==> src/rtl/spio_consts.vh <==
// Constants for the shared parallel I/O port: register offsets, reset values, width and pin masks.
// Assumes inclusion by bare name from the port module.
`ifndef SPIO_CONSTS_VH
`define SPIO_CONSTS_VH

`define SPIO_ADDR_W          4
`define SPIO_OFF_DIRECTION   4'h0
`define SPIO_OFF_LEVEL       4'h1
`define SPIO_OFF_LATCH       4'h2
`define SPIO_OFF_ANALOG      4'h3
`define SPIO_OFF_PERIPH_EN   4'h4
`define SPIO_WIDTH           16
`define SPIO_IMPL_MASK       16'hffff
`define SPIO_RST_DIRECTION   16'hffff
`define SPIO_RST_LATCH       16'h0000
`define SPIO_RST_ANALOG      16'h0000
`define SPIO_RST_PERIPH_EN   16'h0000
`define SPIO_INPUT_ONLY_MASK 16'h0000

`endif

==> src/rtl/spio_port.v <==
// Shared parallel I/O port: direction, output latch and pin-level registers per pin,
// with peripheral/port multiplexing of pad output data and enable.
// Assumes a single 200 MHz clock, pins and peripheral signals synchronous or
// asynchronous levels (pins are synchronised here), and a plain register port.
//
// Summary of operation
// Active peripheral drive takes the pad; port driver off, pin still readable.
// Enabled but idle peripheral lets the port drive the pin from its latch.
// Direction bit 1 makes the pin an input; 0 drives the latch.
// Reset sets every direction bit so all pins start as inputs.
// Latch register read returns stored latch contents, not pin levels.
// Latch register write updates latch feeding the pad drivers.
// Pin-level read returns sampled pin state whatever the direction.
// Pin-level write goes into the output latch, nothing else.
// Unimplemented bits are disabled and read zero in every register.
// Pins shared only with input-only functions act as dedicated port pins.
// Per pin, two muxes pick peripheral or port for pad data and enable.
// Each pin has exactly direction, latch and pin-level registers; the code also gives each pin analog-select and peripheral-enable bits.
// Software waits one instruction cycle between a port write and its read.
// Pins selected analog read low in the pin-level register.
// Pin inputs pass a two-stage synchroniser before pin-level reads.
`timescale 1ns/1ps
`include "spio_consts.vh"

module spio_port
#(
   parameter                   WIDTH           = `SPIO_WIDTH,
   parameter [WIDTH-1:0]       IMPL_MASK       = `SPIO_IMPL_MASK,
   parameter [WIDTH-1:0]       INPUT_ONLY_MASK = `SPIO_INPUT_ONLY_MASK
)
(
   input  wire                    clock_in,
   input  wire                    rstn_in,
   input  wire [`SPIO_ADDR_W-1:0] addr_in,
   input  wire [WIDTH-1:0]        wdata_in,
   input  wire                    wr_in,
   input  wire                    rd_in,
   output reg  [WIDTH-1:0]        rdata_out,
   input  wire [WIDTH-1:0]        pad_in,
   output reg  [WIDTH-1:0]        pad_out,
   output reg  [WIDTH-1:0]        pad_oen_out,
   input  wire [WIDTH-1:0]        periph_drive_in,
   input  wire [WIDTH-1:0]        periph_data_in,
   output reg  [WIDTH-1:0]        pin_level_out
);

   // Pins that a peripheral may claim; input-only sharers never compete
   localparam [WIDTH-1:0] SHARED_MASK = IMPL_MASK & ~INPUT_ONLY_MASK;

   reg  [WIDTH-1:0] pin_direction_reg;
   reg  [WIDTH-1:0] output_latch_reg;
   reg  [WIDTH-1:0] analog_pin_select_reg;
   reg  [WIDTH-1:0] periph_enable_reg;
   reg  [WIDTH-1:0] sync_first;
   reg  [WIDTH-1:0] sync_second;
   reg  [WIDTH-1:0] pin_level_reg;
   reg  [WIDTH-1:0] next_rdata;
   reg  [WIDTH-1:0] next_pad_out;
   reg  [WIDTH-1:0] next_pad_oen;
   wire [WIDTH-1:0] periph_owns;
   wire [WIDTH-1:0] pin_level_value;

   // Peripheral owns a pad only while enabled and actively driving
   assign periph_owns = periph_enable_reg & periph_drive_in & SHARED_MASK;

   // Analog pins read low; unimplemented bits read zero
   assign pin_level_value = sync_second & ~analog_pin_select_reg & IMPL_MASK;

   // Register writes; level and latch offsets both land in the latch
   always @(posedge clock_in or negedge rstn_in)
   begin
      if (!rstn_in)
      begin
         pin_direction_reg     <= `SPIO_RST_DIRECTION;
         output_latch_reg      <= `SPIO_RST_LATCH;
         analog_pin_select_reg <= `SPIO_RST_ANALOG;
         periph_enable_reg     <= `SPIO_RST_PERIPH_EN;
      end
      else if (wr_in)
      begin
         case (addr_in)
            `SPIO_OFF_DIRECTION: pin_direction_reg <= wdata_in & IMPL_MASK;
            `SPIO_OFF_LATCH:     output_latch_reg  <= wdata_in & IMPL_MASK;
            `SPIO_OFF_LEVEL:     output_latch_reg  <= wdata_in & IMPL_MASK;
            `SPIO_OFF_ANALOG:    analog_pin_select_reg <= wdata_in & IMPL_MASK;
            `SPIO_OFF_PERIPH_EN: periph_enable_reg <= wdata_in & SHARED_MASK;
            default:             output_latch_reg  <= output_latch_reg;
         endcase
      end
   end

   // Two-stage synchroniser; first stage feeds only the second
   always @(posedge clock_in or negedge rstn_in)
   begin
      if (!rstn_in)
      begin
         sync_first    <= {WIDTH{1'b0}};
         sync_second   <= {WIDTH{1'b0}};
         pin_level_reg <= {WIDTH{1'b0}};
      end
      else
      begin
         sync_first    <= pad_in;
         sync_second   <= sync_first;
         pin_level_reg <= pin_level_value;
      end
   end

   // Read mux; unmapped offsets read zero
   always @*
   begin
      case (addr_in)
         `SPIO_OFF_DIRECTION: next_rdata = pin_direction_reg & IMPL_MASK;
         `SPIO_OFF_LATCH:     next_rdata = output_latch_reg & IMPL_MASK;
         `SPIO_OFF_LEVEL:     next_rdata = pin_level_value;
         `SPIO_OFF_ANALOG:    next_rdata = analog_pin_select_reg;
         `SPIO_OFF_PERIPH_EN: next_rdata = periph_enable_reg;
         default:             next_rdata = {WIDTH{1'b0}};
      endcase
   end

   // Pad data and enable muxes; enable is active low, unimplemented pins float
   always @*
   begin
      next_pad_out = (periph_owns & periph_data_in)
                   | (~periph_owns & output_latch_reg);
      next_pad_oen = (periph_owns & {WIDTH{1'b0}})
                   | (~periph_owns & pin_direction_reg);
      next_pad_oen = next_pad_oen | ~IMPL_MASK;
      next_pad_out = next_pad_out & IMPL_MASK;
   end

   // Outputs are registered, so pad changes trail the cause by one cycle
   always @(posedge clock_in or negedge rstn_in)
   begin
      if (!rstn_in)
      begin
         rdata_out     <= {WIDTH{1'b0}};
         pad_out       <= {WIDTH{1'b0}};
         pad_oen_out   <= {WIDTH{1'b1}};
         pin_level_out <= {WIDTH{1'b0}};
      end
      else
      begin
         rdata_out     <= rd_in ? next_rdata : {WIDTH{1'b0}};
         pad_out       <= next_pad_out;
         pad_oen_out   <= next_pad_oen;
         pin_level_out <= pin_level_reg;
      end
   end

endmodule

==> config.mk <==
export PLATFORM = sky130hd
export DESIGN_NAME = spio_port
export DESIGN_NICKNAME = d
export VERILOG_FILES = /design/src/rtl/spio_port.v
export VERILOG_INCLUDE_DIRS = /design/src /design/src/rtl
export SDC_FILE = /design/constraint.sdc
export NUM_CORES = 1
export LEC_CHECK = 0
export BUFFER_PORTS_ARGS = -buffer_cell sky130_fd_sc_hd__buf_2
export CAP_MARGIN = 0
export CELL_PAD_IN_SITES_DETAIL_PLACEMENT = 1
export CELL_PAD_IN_SITES_GLOBAL_PLACEMENT = 1
export CORE_ASPECT_RATIO = 0.6
export CORE_MARGIN = 2
export CORE_UTILIZATION = 34
export DETAILED_ROUTE_END_ITERATION = 12
export PLACE_DENSITY_LB_ADDON = 0.1
export SLEW_MARGIN = 15
export SYNTH_ARGS = -nofsm -noshare
export SYNTH_HDL_FRONTEND = slang
export SYNTH_SLANG_ARGS = --single-unit
==> constraint.sdc <==
create_clock -name clock_in -period 1.4 [get_ports clock_in]
set_clock_uncertainty 0.2 [all_clocks]
set_input_delay 0.35 -clock clock_in [delete_from_list [all_inputs] [get_ports clock_in]]
set_output_delay 0.35 -clock clock_in [all_outputs]
set_load 0.03 [all_outputs]
==> summary.md <==
| Metric | Value |
|---|---|
| Status | finished, violations left |
| Failing checks | negative setup slack |
| WL final | 16.9 mm |
| Yosys cell types | 32 |
| Peak supply drop | 0.000857 V |
| HP Class | in -> reg |
| Rows | 39 |
| Diode count | 0 |
| Finished Layout Cells | 907 |
| # H-tree levels | 4 |
| DR iter-0 viols | 146 |
| Core area | 0.0190 mm² |
| Setup TNS Final | -8.72 ns |
| Crit start category | flip-flop |
| PwrDens | 1530 mW/mm² |
| Initial Util | 0.346 |
| IO Count | 136 |
| Final Slew Violations | 0 |
| Worst-path cell chain | buf_6 |
| DRC Markers | 0 |
| GR Layer Usage met1 | 0.236 |
| Largest stage delay, worst path | 0.54 ns |
| Placed Cells incl. Taps | 829 |
| Area growth from synthesis to final layout | 41.6% |
| Final core utilization | 0.490 |
| CTS Buf Count | 17 |
| Syn Inst Count | 431 |
| DIE AREA | 0.0205 mm² |
| Final setup viols | 65 |
| Met3 Usage GRT | 0.0396 |
| GR Overflow Total | 0 |
| Syn. warnings | 0 |
| DR vias | 4,285 |
| FF+latch count, synth | 176 |
| Largest net degree at the start of global routing | 44 |
| CP endpoint kind | output pin |
| CTS tree | done |
| Worst path slowest cell | dfstp_2 |
| Wire per inst | roughly 19 µm |
| FMAX | slightly above 600 MHz |
| Pre-CTS setup slack | -0.378 ns |
| Number of vias per cell | 4.72 |
| Clock slew at reported path FFs | 0.08 ns |
| Final worst path period need | between 1.5 and 2 ns |
| Multi-input logic area | 0.00210 mm² |
| Worst-path fanout max | 1 |
| FF+latch area | 0.00444 mm² |
| Internal power | 10.1 mW |
| Net Sw Frac | 0.293 |
| RSZ-0062 raised after global routing | yes |
| Worst Slack Setup Final | -0.256 ns |
| CTS sink count | 176 |
| Register share of total power | 0.473 |
| Top Usage Layer GRT | met2 |
| Arr. time, crit path | 1.11 ns |
| Leakage | 4.20 nW |
| Filler cell count in the final layout | 1,864 |
| Die Y | 112 µm |
| Fin area | 0.00931 mm² |
| Switching pwr | approximately 4.2 mW |
| Logic pwr share | 0.211 |
| Pre-Repair DR Iteration Count | 4 |
| Placed Area | 0.00787 mm² |
| Die width | 183 µm |
| Fin. Hold Viols | 0 |
| ANT nets after route | 0 |
| Antenna violations before repair | 0 |
| First-pass GRT wire length | 27.1 mm |
| Clk buf depth | 2 |
| Gpl congestion | 0.752 |
| # Max-Cap Violations | 0 |
| Syn Nets | 503 |
| Number of global-route vias before repair | 4,799 |
| Period Utilization, post-route | 1.18 |
| Worst-Margin Slew | 0.291 ns |
| Nets@finish | 720 |
| Mapped Area | ~0.0066 mm² |
| Post-synthesis sequential area ratio | 0.676 |
| Gr usage total | 0.177 |
| CP Buf/Inv Count | 1 |
| Buffers on Ports | 135 |
| Relative slew slack | 0.804 |
| Crit path max-delay family | flip-flops |
| Avg Inst Size Synth | around 15 µm² |
| WS Path Type | reg -> out |
| WP data required | between 0.8 and 0.9 ns |
| Ratio of cells with drive above 1 in the final layout | 0.511 |
| Clock Latency Late Sink | 0.43 ns |
| Post-DP HPWL | 11.5 mm |
| Root Buffer Master | clkbuf_16 |
| Clk pwr share | 0.316 |
| Global routing usage on met2 | 0.291 |
==> power groups by stage <==
stage	Clock (mW)	Combinational (mW)	Sequential [mW]
after CTS	4.64	3.02	6.74
after detailed placement	0	2.53	6.73
after global routing	4.86	3.20	6.85
final	4.50	3.00	6.73
after floorplan	0	1.05	7.21
after global placement	0	2.48	6.70
==> stage by stage <==
step	power (mW)	hold slack, ns
6_report	14.2	0.00800
5_1_grt	14.9	0.00921
4_1_cts	14.4	0.000157
3_5_place_dp	9.26	0.0253
3_3_place_gp	9.17	0.0276
2_1_floorplan	8.26	-0.146
==> synthesized netlist by cell type <==
library cell,number,area share
clkbuf_1,6,0.0034
and2_1,30,0.029
o21ai_0,15,0.011
or3b_2,1,0.0013
dfstp_2,32,0.13
mux2_4,10,0.023
nand3_1,1,0.00076
nand3_4,1,0.0027
nor3b_1,15,0.017
and3_1,1,0.00095
nor2b_1,16,0.015
a21oi_1,15,0.011
dfrtp_1,144,0.55
nor4bb_1,1,0.0015
buf_2,6,0.0046
nor4b_2,1,0.0023
nand3_2,2,0.0030
and4_1,1,0.0013
nor2_2,2,0.0019
a221o_1,2,0.0030
a31oi_1,1,0.00095
buf_4,2,0.0023
mux2i_1,1,0.0015
nand3b_1,5,0.0057
mux2_1,10,0.017
a22oi_1,13,0.015
nand2_1,16,0.0091
nor3_4,1,0.0025
xor2_1,1,0.0013
buf_6,3,0.0051
or4_1,1,0.0011
mux2_2,75,0.13
==> final timing paths <==
kind | from | to | slack, ns | cells after the start
setup / recovery | pad_oen_out[8] | pad_oen_out[8] | -0.26 | 1
hold / removal | wdata_in[6] | periph_enable_reg[6] | 0.008 | 2
setup reg to reg | pin_direction_reg[14] | rdata_out[14] | -0.04 | 3
hold reg to reg | sync_first[2] | sync_second[2] | 0.15 | 0
max in group asynchronous | rstn_in | pin_direction_reg[10] | 0.29 | 3
min in group asynchronous | rstn_in | sync_second[0] | 0.14 | 2
==> cells in the final DEF, fill, tap and decap left out, types with 3 or more instances in the layout <==
cell,instances
clkinvlp_4,3
nand3b_1,5
buf_12,8
o21ai_0,15
clkbuf_16,17
a22oi_1,13
inv_8,4
mux2_2,75
nor2b_1,14
buf_4,25
a21oi_1,15
nand2_1,16
buf_2,70
nor3b_1,14
buf_6,67
dfrtp_1,144
dfstp_2,32
inv_6,4
mux2_4,20
and2_1,30
dlygate4sd3_1,45
==> layout make-up <==
| cell class | instances | share of cell area |
|---|---|---|
| timing repair buffer | 215 | 0.204 |
| tap | 246 | 0.0331 |
| clock buffer | 19 | 0.0465 |
| multi-input combinational | 238 | 0.226 |
| sequential | 176 | 0.477 |
| clock inverter | 13 | 0.0129 |
==> repair_timing <==
item,4_1_cts,5_1_grt
hold buffers,45,0
setup buffers,0,1
endpoints found under the setup margin,65,68
pin swaps,0,2
gates resized for setup,128,6
endpoints found under the hold margin,199,0
==> metal layers <==
layer,vias up,part of all wire
met3,16,0.043
met2,92,0.49
li1,1945,-
met1,2232,0.46
met4,0,0.010
met5,-,0
==> cells by family after synthesis <==
logic type,after synthesis,share of synthesized area
multiplexers,96,0.170
buffers and inverters,17,0.0154
AO/OA/AOI/OAI,46,0.0417
flip-flops,176,0.676
XOR/XNOR,1,0.00133
AND/OR/NAND/NOR,95,0.0952
Note: power is estimated with default switching activity, not from simulation.
